<file path="config.mk">
export PLATFORM = sky130hd
export DESIGN_NAME = gpio_regs
export DESIGN_NICKNAME = d
export VERILOG_FILES = /design/src/hdl/gpio_regs_pkg.sv /design/src/hdl/gpio_regs.sv
export VERILOG_INCLUDE_DIRS = /design/src /design/src/hdl
export SDC_FILE = /design/constraint.sdc
export NUM_CORES = 1
export LEC_CHECK = 0
export BUFFER_PORTS_ARGS = -buffer_cell sky130_fd_sc_hd__buf_4
export CORE_ASPECT_RATIO = 1.4
export CORE_MARGIN = 2
export CORE_UTILIZATION = 45
export CTS_CLUSTER_DIAMETER = 150
export DETAILED_ROUTE_END_ITERATION = 7
export PLACE_DENSITY = 0.71
export SETUP_SLACK_MARGIN = 0.05
export SLEW_MARGIN = 20
export SYNTH_ARGS = -nofsm -noshare
export SYNTH_HDL_FRONTEND = slang
export SYNTH_SLANG_ARGS = --single-unit
</file>
<file path="constraint.sdc">
create_clock -name REF_CLK -period 5 [get_ports REF_CLK]
set_input_delay 0.5 -clock REF_CLK [delete_from_list [all_inputs] [get_ports REF_CLK]]
set_output_delay 0.5 -clock REF_CLK [all_outputs]
set_load 0.005 [all_outputs]
</file>
<file path="src/hdl/gpio_regs_defines.svh">
// Offsets, field positions, reset values for the general pin register set
`ifndef GPIO_REGS_DEFINES_SVH
`define GPIO_REGS_DEFINES_SVH
`define OFS_PIN2_CFG     8'h04
`define OFS_PIN_IN       8'h05
`define OFS_PIN_OUT      8'h06
`define BIT_OUT_DRIVE    0
`define BIT_IN_BUF       1
`define LSB_MODE         4
`define LSB_PULL         2
`define RST_PIN2_CFG     8'h04
`define RST_PIN_OUT      8'h00
`define MODE_GP_REG      4'h0
`define NUM_PINS         3
`endif

</file>
<file path="src/hdl/gpio_regs_pkg.sv">
// Types for the general pin register set
package gpio_regs_pkg;
  typedef struct packed {
    logic [3:0] mode;
    logic [1:0] pull;
    logic       in_buf_on;
    logic       pin2_output_drive_on;
  } pin2_cfg_t;
  typedef struct packed {
    logic       wr;
    logic       rd;
    logic [7:0] addr;
    logic [7:0] wdata;
  } reg_req_t;
endpackage

</file>
<file path="src/hdl/gpio_regs.sv">
// Pin configuration, input readback and output data registers
`include "gpio_regs_defines.svh"
module gpio_regs (
  input  wire logic       REF_CLK,
  input  wire logic       SYS_RST,
  input  wire logic       REG_WR,
  input  wire logic       REG_RD,
  input  wire logic [7:0] REG_ADDR,
  input  wire logic [7:0] REG_WDATA,
  output logic      [7:0] REG_RDATA,
  input  wire logic [2:0] PIN_I,
  output logic      [2:0] PIN_O,
  output logic      [2:0] PIN_OE,
  input  wire logic [1:0] PIN_OUT_ON,
  input  wire logic [1:0] PIN_IN_ON
);
  // ----------------------------------------------------------------
  // Register storage
  // ----------------------------------------------------------------
  gpio_regs_pkg::reg_req_t  req;
  gpio_regs_pkg::pin2_cfg_t cfg_q;
  logic [2:0] out_q;
  logic [2:0] sync1_q;
  logic [2:0] sync2_q;
  logic [2:0] in_on;
  logic [2:0] out_on;

  assign req = '{wr: REG_WR, rd: REG_RD, addr: REG_ADDR, wdata: REG_WDATA};
  assign in_on  = {cfg_q.in_buf_on, PIN_IN_ON};
  assign out_on = {cfg_q.pin2_output_drive_on, PIN_OUT_ON};

  always_ff @(posedge REF_CLK) begin
    if (SYS_RST) begin
      cfg_q <= gpio_regs_pkg::pin2_cfg_t'(`RST_PIN2_CFG);
    end else if (req.wr && req.addr == `OFS_PIN2_CFG) begin
      cfg_q <= gpio_regs_pkg::pin2_cfg_t'(req.wdata);
    end
  end

  always_ff @(posedge REF_CLK) begin
    if (SYS_RST) begin
      out_q <= 3'(`RST_PIN_OUT);
    end else if (req.wr && req.addr == `OFS_PIN_OUT) begin
      out_q <= req.wdata[2:0];
    end
  end

  // ----------------------------------------------------------------
  // Pin input synchroniser; buffer off reads as low
  // ----------------------------------------------------------------
  always_ff @(posedge REF_CLK) begin
    if (SYS_RST) begin
      sync1_q <= 3'h0;
      sync2_q <= 3'h0;
    end else begin
      sync1_q <= PIN_I;
      sync2_q <= sync1_q;
    end
  end

  // ----------------------------------------------------------------
  // Pin drive; pin2 falls back to floating for non-register sources
  // ----------------------------------------------------------------
  always_ff @(posedge REF_CLK) begin
    if (SYS_RST) begin
      PIN_O  <= 3'h0;
      PIN_OE <= 3'h0;
    end else begin
      PIN_O[1:0]  <= out_q[1:0];
      PIN_OE[1:0] <= out_on[1:0];
      // Internal clock/status sources are outside this block, so drive nothing
      PIN_O[2]  <= (cfg_q.mode == `MODE_GP_REG) ? out_q[2] : 1'b0;
      PIN_OE[2] <= out_on[2] && (cfg_q.mode == `MODE_GP_REG);
    end
  end

  // ----------------------------------------------------------------
  // Read path, no side effects
  // ----------------------------------------------------------------
  always_ff @(posedge REF_CLK) begin
    if (SYS_RST) begin
      REG_RDATA <= 8'h00;
    end else if (req.rd) begin
      case (req.addr)
        `OFS_PIN2_CFG: REG_RDATA <= cfg_q;
        `OFS_PIN_IN:   REG_RDATA <= {5'h00, sync2_q & in_on};
        `OFS_PIN_OUT:  REG_RDATA <= {5'h00, out_q};
        default:       REG_RDATA <= 8'h00;
      endcase
    end
  end

  // ----------------------------------------------------------------
  // Assertions
  // ----------------------------------------------------------------
  a_cfg_reset: assert property (@(posedge REF_CLK) $past(SYS_RST) |->
    !cfg_q.in_buf_on && !cfg_q.pin2_output_drive_on)
    else $error("pin2 config bits not reset to zero");
  a_pin2_float: assert property (@(posedge REF_CLK) disable iff (SYS_RST)
    !cfg_q.pin2_output_drive_on |=> !PIN_OE[2])
    else $error("pin2 driven with driver disabled");
  a_in_read: assert property (@(posedge REF_CLK) disable iff (SYS_RST)
    req.rd && req.addr == `OFS_PIN_IN |=> REG_RDATA == {5'h00, $past(sync2_q & in_on)})
    else $error("input readback wrong");
  a_in_reserved: assert property (@(posedge REF_CLK) disable iff (SYS_RST)
    $past(req.rd) && $past(req.addr) == `OFS_PIN_IN |-> REG_RDATA[7:3] == 5'h00)
    else $error("reserved input bits nonzero");
  a_out_pass: assert property (@(posedge REF_CLK) disable iff (SYS_RST)
    req.wr && req.addr == `OFS_PIN_OUT ##1 out_on[0] |=> PIN_O[0] == $past(req.wdata[0], 2))
    else $error("output data not passed to pin");
  a_pin2_level: assert property (@(posedge REF_CLK) disable iff (SYS_RST)
    cfg_q.mode == `MODE_GP_REG |=> PIN_O[2] == $past(out_q[2]))
    else $error("pin2 level mismatch");
  a_mode_gate: assert property (@(posedge REF_CLK) disable iff (SYS_RST)
    cfg_q.mode != `MODE_GP_REG |=> !PIN_OE[2])
    else $error("pin2 driven from register in other mode");
  a_unmapped_zero: assert property (@(posedge REF_CLK) disable iff (SYS_RST)
    req.rd && req.addr != `OFS_PIN2_CFG && req.addr != `OFS_PIN_IN
    && req.addr != `OFS_PIN_OUT |=> REG_RDATA == 8'h00)
    else $error("unmapped read nonzero");
  a_read_clean: assert property (@(posedge REF_CLK) disable iff (SYS_RST)
    req.rd && !req.wr |=> $stable(out_q) && $stable(cfg_q))
    else $error("read changed state");

  // ----------------------------------------------------------------
  // Reset values
  // ----------------------------------------------------------------
  a_drive_reset: assert property (@(posedge REF_CLK)
    $past(SYS_RST)
    |-> PIN_OE == 3'h0 && PIN_O == 3'h0)
    else $error("pins driven right after reset");
  a_out_reset: assert property (@(posedge REF_CLK)
    $past(SYS_RST)
    |-> out_q == 3'h0)
    else $error("output data not reset");
  a_rdata_reset: assert property (@(posedge REF_CLK)
    $past(SYS_RST)
    |-> REG_RDATA == 8'h00)
    else $error("read data not reset");
  a_mode_reset: assert property (@(posedge REF_CLK)
    $past(SYS_RST)
    |-> cfg_q.mode == `MODE_GP_REG)
    else $error("pin2 source not reset to register");

  // ----------------------------------------------------------------
  // Register writes
  // ----------------------------------------------------------------
  a_cfg_write: assert property (@(posedge REF_CLK) disable iff (SYS_RST)
    req.wr && req.addr == `OFS_PIN2_CFG
    |=> cfg_q == $past(req.wdata))
    else $error("pin2 config write lost");
  a_cfg_hold: assert property (@(posedge REF_CLK) disable iff (SYS_RST)
    !(req.wr && req.addr == `OFS_PIN2_CFG)
    |=> $stable(cfg_q))
    else $error("pin2 config changed without write");
  a_out_write: assert property (@(posedge REF_CLK) disable iff (SYS_RST)
    req.wr && req.addr == `OFS_PIN_OUT
    |=> out_q == $past(req.wdata[2:0]))
    else $error("output data write lost");
  a_out_hold: assert property (@(posedge REF_CLK) disable iff (SYS_RST)
    !(req.wr && req.addr == `OFS_PIN_OUT)
    |=> $stable(out_q))
    else $error("output data changed without write");

  // ----------------------------------------------------------------
  // Pin drive
  // ----------------------------------------------------------------
  a_pin0_enable: assert property (@(posedge REF_CLK) disable iff (SYS_RST)
    1'b1
    |=> PIN_OE[0] == $past(out_on[0]))
    else $error("pin0 enable not followed");
  a_pin1_enable: assert property (@(posedge REF_CLK) disable iff (SYS_RST)
    1'b1
    |=> PIN_OE[1] == $past(out_on[1]))
    else $error("pin1 enable not followed");
  a_pin0_level: assert property (@(posedge REF_CLK) disable iff (SYS_RST)
    1'b1
    |=> PIN_O[0] == $past(out_q[0]))
    else $error("pin0 level not followed");
  a_pin1_level: assert property (@(posedge REF_CLK) disable iff (SYS_RST)
    1'b1
    |=> PIN_O[1] == $past(out_q[1]))
    else $error("pin1 level not followed");
  a_pin2_enable: assert property (@(posedge REF_CLK) disable iff (SYS_RST)
    out_on[2] && cfg_q.mode == `MODE_GP_REG
    |=> PIN_OE[2])
    else $error("pin2 not driven with driver on");
  a_pin2_quiet: assert property (@(posedge REF_CLK) disable iff (SYS_RST)
    cfg_q.mode != `MODE_GP_REG
    |=> !PIN_O[2])
    else $error("pin2 level shown in other mode");

  // ----------------------------------------------------------------
  // Read path, synchroniser and pin2 enable source
  // ----------------------------------------------------------------
  a_cfg_read: assert property (@(posedge REF_CLK) disable iff (SYS_RST)
    req.rd && req.addr == `OFS_PIN2_CFG
    |=> REG_RDATA == $past(cfg_q))
    else $error("pin2 config readback wrong");
  a_out_read: assert property (@(posedge REF_CLK) disable iff (SYS_RST)
    req.rd && req.addr == `OFS_PIN_OUT
    |=> REG_RDATA == {5'h00, $past(out_q)})
    else $error("output data readback wrong");
  a_in_bit0: assert property (@(posedge REF_CLK) disable iff (SYS_RST)
    req.rd && req.addr == `OFS_PIN_IN
    |=> REG_RDATA[0] == $past(sync2_q[0] && in_on[0]))
    else $error("pin0 input bit misplaced");
  a_in_bit1: assert property (@(posedge REF_CLK) disable iff (SYS_RST)
    req.rd && req.addr == `OFS_PIN_IN
    |=> REG_RDATA[1] == $past(sync2_q[1] && in_on[1]))
    else $error("pin1 input bit misplaced");
  a_in_buf_gate: assert property (@(posedge REF_CLK) disable iff (SYS_RST)
    req.rd && req.addr == `OFS_PIN_IN && !cfg_q.in_buf_on
    |=> !REG_RDATA[2])
    else $error("pin2 input seen with buffer off");
  a_rdata_hold: assert property (@(posedge REF_CLK) disable iff (SYS_RST)
    !req.rd
    |=> $stable(REG_RDATA))
    else $error("read data changed without read");
  a_sync_stage: assert property (@(posedge REF_CLK) disable iff (SYS_RST)
    1'b1
    |=> sync2_q == $past(sync1_q))
    else $error("synchroniser stage skipped");
  a_pin2_tied_reg: assert property (@(posedge REF_CLK) disable iff (SYS_RST)
    cfg_q.mode == `MODE_GP_REG
    |=> PIN_OE[2] == $past(cfg_q.pin2_output_drive_on))
    else $error("pin2 enable not from config bit");
  c_pin2_drive: cover property (@(posedge REF_CLK) PIN_OE[2] && PIN_O[2]);
  c_in_read: cover property (@(posedge REF_CLK) req.rd && req.addr == `OFS_PIN_IN && in_on[2]);
  c_mode_other: cover property (@(posedge REF_CLK) cfg_q.mode != `MODE_GP_REG);
  c_pin01_drive: cover property (@(posedge REF_CLK) PIN_OE[1:0] == 2'b11);
  c_unmapped_read: cover property (@(posedge REF_CLK) req.rd && req.addr > `OFS_PIN_OUT);
endmodule // gpio_regs

</file>
Word-level counts from Yosys, hierarchy flattened
Index checks and enable logic that the tools add are counted.
{"block": "op_classes", "bitwise_logic": 2, "mux": 1, "eq_ne": 3, "reduce_logical": 5}
{"op": "8-bit by 3-bit equality test with 1-bit output (second input constant)", "n": 3}
{"op": "8-bit one-hot mux with 3 select lines", "n": 1}
{"op": "4-bit zero test", "n": 1}
{"op": "3-bit bitwise AND", "n": 1}
{"op": "1-bit logical AND", "n": 3}
{"op": "2-bit OR reduction", "n": 1}
{"op": "1-bit NOT", "n": 1}
{"block": "word_totals", "elab_cells": 22, "register_bits": 31}

Logic depth before layout (Yosys ltp)
Gate-level depths: netlist of the first run.
{"block": "depth", "word_depth": 3, "depth_mapped": 5, "depth_no_buf": 3}

Worst setup path after synthesis of the first run
Ideal clock, no wire load.
{"block": "synth_timing", "path_kind": "input to register", "start": "in REG_ADDR[1]", "end": "reg cfg_q[0] (netlist name)", "path_slack_ns": 3.048, "arrival_ns": 1.832, "required_ns": 4.879, "path_stages": 5, "n_path_buf": 2, "cell_sequence": "buf_2 -> or4b_1 -> buf_2 -> nor3_4 -> mux2_2"}
{"block": "synth_via", "elab_chain_cells": 2}
{"item": "start: declaration", "line": "gpio_regs.sv:8", "source": "input wire logic [7:0] REG_ADDR,"}
{"item": "8-bit by 3-bit equality test with 1-bit output"}
{"item": "1-bit logical AND (no line)"}
{"item": "end signal: assignment", "line": "gpio_regs.sv:34", "source": "cfg_q <= gpio_regs_pkg::pin2_cfg_t'(`RST_PIN2_CFG);"}
{"item": "end signal: assignment", "line": "gpio_regs.sv:36", "source": "cfg_q <= gpio_regs_pkg::pin2_cfg_t'(req.wdata);"}
{"item": "end: declaration", "line": "gpio_regs.sv:21", "source": "gpio_regs_pkg::pin2_cfg_t cfg_q;"}
No other way between the ends.
A chain may end at the register's enable or synchronous reset.

Worst setup path after layout of the first run
{"block": "layout_timing", "start": "in REG_ADDR[5]", "end": "reg out_q[0]"}
{"block": "layout_via", "elab_chain_cells": 2}
{"item": "8-bit by 3-bit equality test with 1-bit output"}
{"item": "1-bit logical AND (no line)"}
{"item": "end signal: assignment", "line": "gpio_regs.sv:42", "source": "out_q <= 3'(`RST_PIN_OUT);"}
{"item": "end signal: assignment", "line": "gpio_regs.sv:44", "source": "out_q <= req.wdata[2:0];"}
{"item": "end: declaration", "line": "gpio_regs.sv:22", "source": "logic [2:0] out_q;"}
No other way between the ends.

==> results of run 1 <==
[cells by family after synthesis]
group | Yosys count | share of synthesized area [%]
buffers and inverters | 10 | 4.00
DFF | 31 | 48.3
AOI/OAI and AO/OA | 22 | 12.4
and+or+nand+nor | 51 | 27.8
muxes | 9 | 7.50
[worst min path at each step]
| stage | startpoint | to | slack [ps] | cells after the start |
|---|---|---|---|---|
| final | PIN_OUT_ON[0] | PIN_OE[0] | 390 | 2 |
| after floorplan | sync1_q[0] | sync2_q[0] | 410 | 1 |
| after global routing | PIN_OUT_ON[1] | PIN_OE[1] | 380 | 2 |
| after global placement | sync1_q[0] | sync2_q[0] | 420 | 1 |
| after CTS | PIN_OUT_ON[0] | PIN_OE[0] | 380 | 2 |
| after detailed placement | sync1_q[0] | sync2_q[0] | 430 | 1 |
[cells in the final DEF, fill, tap and decap left out, drive strengths merged]
cell type / n
or4: 2
nor2: 4
a21oi: 10
and2: 2
nand2b: 12
nor3: 1
o21ai: 1
nand4: 10
clkbuf: 6
o22ai: 2
nand4b: 1
nor4: 2
mux2: 2
o31ai: 5
nor2b: 11
dfxtp: 31
buf: 40
a2111oi: 1
or2b: 1
mux2i: 7
inv: 2
nand2: 3
a22o: 3
or4b: 1
nor4b: 1
[sequential cells by signal, summed over array words and instances (netlist names)]
signal and cells:
sync1_q 3, REG_RDATA 8, cfg_q 8, PIN_O 3, PIN_OE 3, sync2_q 3
out_q 3
[layout make-up]
cell class              instances  share of cell area [%]
flip-flops and latches         31                    38.2
multi-input cells              82                    37.6
repair buffers                 40                    18.5
well taps                      36                    2.77
clock buffers                   6                    2.54
inverters                       2                   0.462
[worst max-delay path: cells and delay by family]
family | cells | cell delay [ps]
and+or+nand+nor | 2 | 1030
muxes | 1 | 330
buffers and inverters | 1 | 120
[through the flow]
step / instances / hold WS, ps / setup slack, ps / power [mW] / cell area [sq um]
final: 197 / 385 / 3230 / 0.414 / 1630
after global routing: 197 / 377 / 3200 / 0.431 / 1630
after CTS: 197 / 375 / 3240 / 0.419 / 1630
after detailed placement: 191 / 433 / 2880 / 0.297 / 1590
after global placement: 191 / 417 / 2910 / 0.296 / 1590
after floorplan: 123 / 414 / 3050 / 0.276 / 1280
[per-layer routing]
metal	track usage [%]	part of all wire (%)	vias up
li1	-	-	522
met1	18.6	39	463
met2	30.7	50	40
met3	7.08	8.3	8
met4	11.4	2.6	0
met5	0	0	-
[power by group through the flow]
stage	logic [mW]	registers [mW]	clock network [mW]
after floorplan	0.0198	0.256	0
after global placement	0.0393	0.256	0
after detailed placement	0.0402	0.256	0
after CTS	0.0405	0.251	0.128
after global routing	0.0439	0.251	0.136
final	0.0402	0.251	0.123
==> flow_metrics.py, run 1 <==
metrics = {
    "floorplanning": {
        "rows": 22,
        "ios": 41,
        "core-area_sq_um": 2670,
        "dieArea_sq_um": 3300,
        "initial_core_util_pct": 48.1,
        "chipWidth_microns": 49.1,
        "die_y_microns": 67.2,
    },
    "placed_design": {
        "place_congestion": 0.881,
        "port_buffers": 40,
        "hpwl_microns": 1950,
    },
    "final_layout": {
        "syn_to_final_growth_pct": 26.7,
        "seq_area_sq_um": 621,
        "final_nets": 189,
        "fill_cells": 236,
        "fin_util_pct": 60.9,
        "n_antenna_cell": 0,
        "drive_above_1_share_pct": 33.5,
        "multiInputGateArea_sq_um": 612,
    },
    "yosys": {
        "synthTopCellsByArea": "dfxtp_1 48%, nand2b_1 5.8%, mux2i_1 5.5%",
        "synth_area_sq_um": 1280,
        "synth_cell_types": 30,
        "synth.most_common_cell": "dfxtp_1",
        "synth_area_leader_cell": "dfxtp_1",
        "ys.flop_type": "dfxtp_1",
        "async_flop_share_pct": 0,
        "synth_top_area_share_pct": 48.3,
        "synth_edf_count": 0,
        "synth-seq-cells": 31,
        "syn-mean-instance-area_sq_um": 10.4,
        "synthCells": 123,
        "synth_fp_nets": 150,
        "yosysSeqAreaShare_pct": 48.3,
        "yosysWarningCount": 0,
        "synthTopCellsByCount": "31 x dfxtp_1, 12 x nand2b_1, 11 x nor2b_1",
    },
    "timing": {
        "finalMaxSlewViolations": 0,
        "worst_pin_slew_ps": 795,
        "hold_viol": 0,
        "final.min_clock_period_ps": 1770,
        "finalSetupViolations": 0,
        "fin_crit_sh_pct": 35.4,
        "fin_tns_setup_ps": 0,
        "rsz0062_at_grt": "false",
        "relSlewSlack_pct": 46.6,
        "skew_ps": 8.03,
        "fmax_mhz": 565,
    },
    "clock_tree": {
        "clk_latency_ps": 320,
        "root_buffer": "clkbuf_4",
        "ctsResizeCount": 0,
        "htree_levels": 2,
        "numCtsBuffers": 5,
        "post-cts-setup-buffers": 0,
        "cts_num_sinks": 31,
        "ctsHoldBuffers": 0,
        "clock_path_buffers": 2,
        "cts_tree": "done",
        "clkTransAtPathRegs_ps": 80,
    },
    "setup_path": {
        "end_kind": "register",
        "rrSetupSlack_ps": 3830,
        "crit_start": "REG_ADDR[5]",
        "r2r-start": "cfg_q[4]",
        "cp_slowest_cell": "or4_4",
        "path_cells": "buf_4 -> or4_4 -> nor4_4 -> mux2_4",
        "criticalPathCategory": "in -> reg",
        "slowest_delay_ps": 620,
        "r2r_cells": 3,
        "cp-endpoint": "out_q[0]",
        "timing.rr.end": "PIN_O[2]",
        "cp.arrival_ps": 1990,
        "cp-start-kind": "input pin",
        "critPathMaxFanout": 8,
        "required_ps": 5220,
    },
    "hold_path": {
        "hold_path.class": "in -> reg",
    },
    "power_and_ir_drop": {
        "comb_power_share_pct": 9.7,
        "p_int_mw": 0.321,
        "leakage_nw": 0.645,
        "p_sw_mw": 0.0930,
        "peakVddDrop_uv": 202,
        "p_per_area_nw_per_um2": 254,
        "switching_share_pct": 22.5,
        "seqPwrFrac_pct": 60.6,
        "power_frac_clock_pct": 29.7,
    },
    "detailed_routing": {
        "vias_per_cell": 5.24,
        "first_iter_violations": 21,
        "routed_wl_microns": 2560,
        "postRouteAntennaNets": 0,
        "route.detailed.drc": 0,
        "vias": 1033,
        "avgRoutedWirePerCell_microns": 13.0,
        "drt_pass1_iterations": 4,
    },
    "global_route": {
        "antenna_found_initial": 0,
        "first_global_vias": 1032,
        "grt_use_total_pct": 18.1,
        "overflow": 0,
        "grt_pass1_wl_microns": 4470,
        "grt_max_degree": 32,
    },
    "run": {
        "drv_cap": 0,
    },
    "run_status": {
        "status": "finished, final reports clean",
    },
}
No activity file was read; power rests on OpenSTA's default activity.
==> run 2: changes to the inputs <==
--- a/config.mk
+++ b/config.mk
@@ -9,10 +9,10 @@
 export BUFFER_PORTS_ARGS = -buffer_cell sky130_fd_sc_hd__buf_4
 export CORE_ASPECT_RATIO = 1.4
 export CORE_MARGIN = 2
-export CORE_UTILIZATION = 45
+export CORE_UTILIZATION = 44
 export CTS_CLUSTER_DIAMETER = 150
 export DETAILED_ROUTE_END_ITERATION = 7
-export PLACE_DENSITY = 0.71
+export PLACE_DENSITY = 0.72
 export SETUP_SLACK_MARGIN = 0.05
 export SLEW_MARGIN = 20
 export SYNTH_ARGS = -nofsm -noshare
==> constraint.sdc (replaced) <==
create_clock -name REF_CLK -period 1.45 [get_ports REF_CLK]
set_input_delay 0.145 -clock REF_CLK [delete_from_list [all_inputs] [get_ports REF_CLK]]
set_output_delay 0.145 -clock REF_CLK [all_outputs]
set_load 0.005 [all_outputs]
==> flow_metrics.py, run 2 (synthesis results as in run 1) <==
metrics = {
    "detailed_routing": {
        "route.detailed.drc": 0,
        "routed_wl_microns": 2710,
        "postRouteAntennaNets": 0,
        "avgRoutedWirePerCell_microns": 12.8,
        "first_iter_violations": 17,
        "vias": 1078,
        "vias_per_cell": 5.08,
        "drt_pass1_iterations": 3,
    },
    "final_layout": {
        "drive_above_1_share_pct": 38.9,
        "final_nets": 201,
        "final_cells": 212,
        "fill_cells": 273,
        "layout_commonest_cell": "buf_4",
        "syn_to_final_growth_pct": 37.5,
        "reg_top3": "REG_RDATA: 8 flops, cfg_q: 8 flops",
        "fin_area_sq_um": 1770,
        "n_antenna_cell": 0,
        "final_cell_mix": "52 x buf_4, 31 x dfxtp_1, 12 x nand2b_1",
    },
    "placed_design": {
        "pre_cts_ws_ps": -61.5,
        "place_area_sq_um": 1680,
        "port_buffers": 40,
        "dp.cells": 204,
        "hpwl_microns": 2120,
        "place_congestion": 0.775,
    },
    "setup_path": {
        "criticalPathCategory": "in -> reg",
        "end_kind": "register",
        "cp_slowest_cell": "or4_4",
        "required_ps": 1620,
        "cp_num_buf_inv": 1,
        "critPathMaxFanout": 4,
        "cp.arrival_ps": 1400,
        "path_delay_family": "simple AND/OR/NAND/NOR gates",
        "path_cells": "buf_4 -> or4_4 -> nor4_4 -> mux2_4",
        "cp-start-kind": "input pin",
        "slowest_delay_ps": 590,
    },
    "floorplanning": {
        "die_y_microns": 67.9,
        "initial_core_util_pct": 45.5,
        "dieArea_sq_um": 3370,
        "chipWidth_microns": 49.7,
        "ios": 41,
        "rows": 23,
        "core-area_sq_um": 2820,
    },
    "clock_tree": {
        "clkTransAtPathRegs_ps": 60,
        "post-cts-setup-buffers": 0,
        "ctsResizeCount": 0,
        "cts_num_sinks": 31,
        "numCtsBuffers": 5,
        "cts_tree": "done",
        "htree_levels": 2,
        "ctsHoldBuffers": 0,
        "clock_path_buffers": 2,
        "clk_latency_ps": 280,
        "root_buffer": "clkbuf_8",
    },
    "run": {
        "drv_cap": 0,
    },
    "global_route": {
        "grt_use_total_pct": 18.2,
        "overflow": 0,
        "grt_pass1_wl_microns": 4620,
        "grt_max_degree": 32,
        "antenna_found_initial": 0,
        "first_global_vias": 1093,
    },
    "timing": {
        "hold_viol": 0,
        "worst_slack_ps": 227,
        "fmax_mhz": 818,
        "worst_pin_slew_ps": 297,
        "finalMaxSlewViolations": 0,
        "fin_crit_sh_pct": 84.3,
        "finalSetupViolations": 0,
        "rsz0062_at_grt": "false",
        "skew_ps": 6.62,
        "hold_ws_ps": 79.5,
        "relSlewSlack_pct": 80.2,
        "final.min_clock_period_ps": 1220,
    },
    "hold_path": {
        "hold_path.class": "in -> reg",
    },
    "power_and_ir_drop": {
        "leakage_nw": 0.722,
        "peakVddDrop_uv": 777,
        "p_per_area_nw_per_um2": 939,
        "total_power_mw": 1.66,
    },
    "run_status": {
        "status": "finished, final reports clean",
    },
}
## run 2: changes by cell type in the layout (fill, tap and decap cells not counted)
cell,before,now
buf_4,40,52
clkbuf_8,0,5
mux2_2,1,0
clkbuf_4,5,0
clkinv_2,0,1
mux2_4,1,2
clkinvlp_4,0,1
## run 2: worst paths after layout
path | from | end | slack, ps | cells after the start
worst max-delay path | REG_ADDR[5] | out_q[0] | 230 | 4
worst min-delay path | PIN_I[2] | sync1_q[2] | 80 | 2
worst max register to register | cfg_q[4] | PIN_O[2] | 270 | 3
worst min register to register | sync1_q[2] | sync2_q[2] | 440 | 1
## run 2: report_power, final
group / leakage (nW) / internal (mW) / total [mW] / switching [mW]
logic: 0.429 / 0.0858 / 0.155 / 0.0694
registers: 0.252 / 0.863 / 0.866 / 0.00283
clock network: 0.0412 / 0.334 / 0.637 / 0.303
## run 2: worst reg2reg max path, cell delays in order (launching register included)
cell     delay (ps)
dfxtp_1         330
or4_1           540
nor2_1          130
and2_1          130
## run 2: cell type report
type / count / area [sq um] / area share [%]
inverters: 2 / 7.51 / 0.425
well taps: 37 / 46.3 / 2.62
multi-input cells: 82 / 616 / 34.9
flip-flops and latches: 31 / 621 / 35.2
repair buffers: 52 / 390 / 22.1
clock inverters: 2 / 12.5 / 0.709
clock buffers: 6 / 72.6 / 4.11
## run 2: through the flow
| step | utilization (%) | setup TNS [ps] |
|---|---|---|
| CTS | 62.6 | 0 |
| global route | 62.6 | 0 |
| detailed placement | 59.6 | -558 |
| floorplan | - | -154 |
| finish | 62.6 | 0 |
| global placement | 59.6 | -298 |
## run 2: per-layer routing
metal,part of all wire (%),global-route usage (%)
met1,34,15.9
met2,59,37.2
met3,5.5,5.68
met4,1.3,8.33
met5,0,0
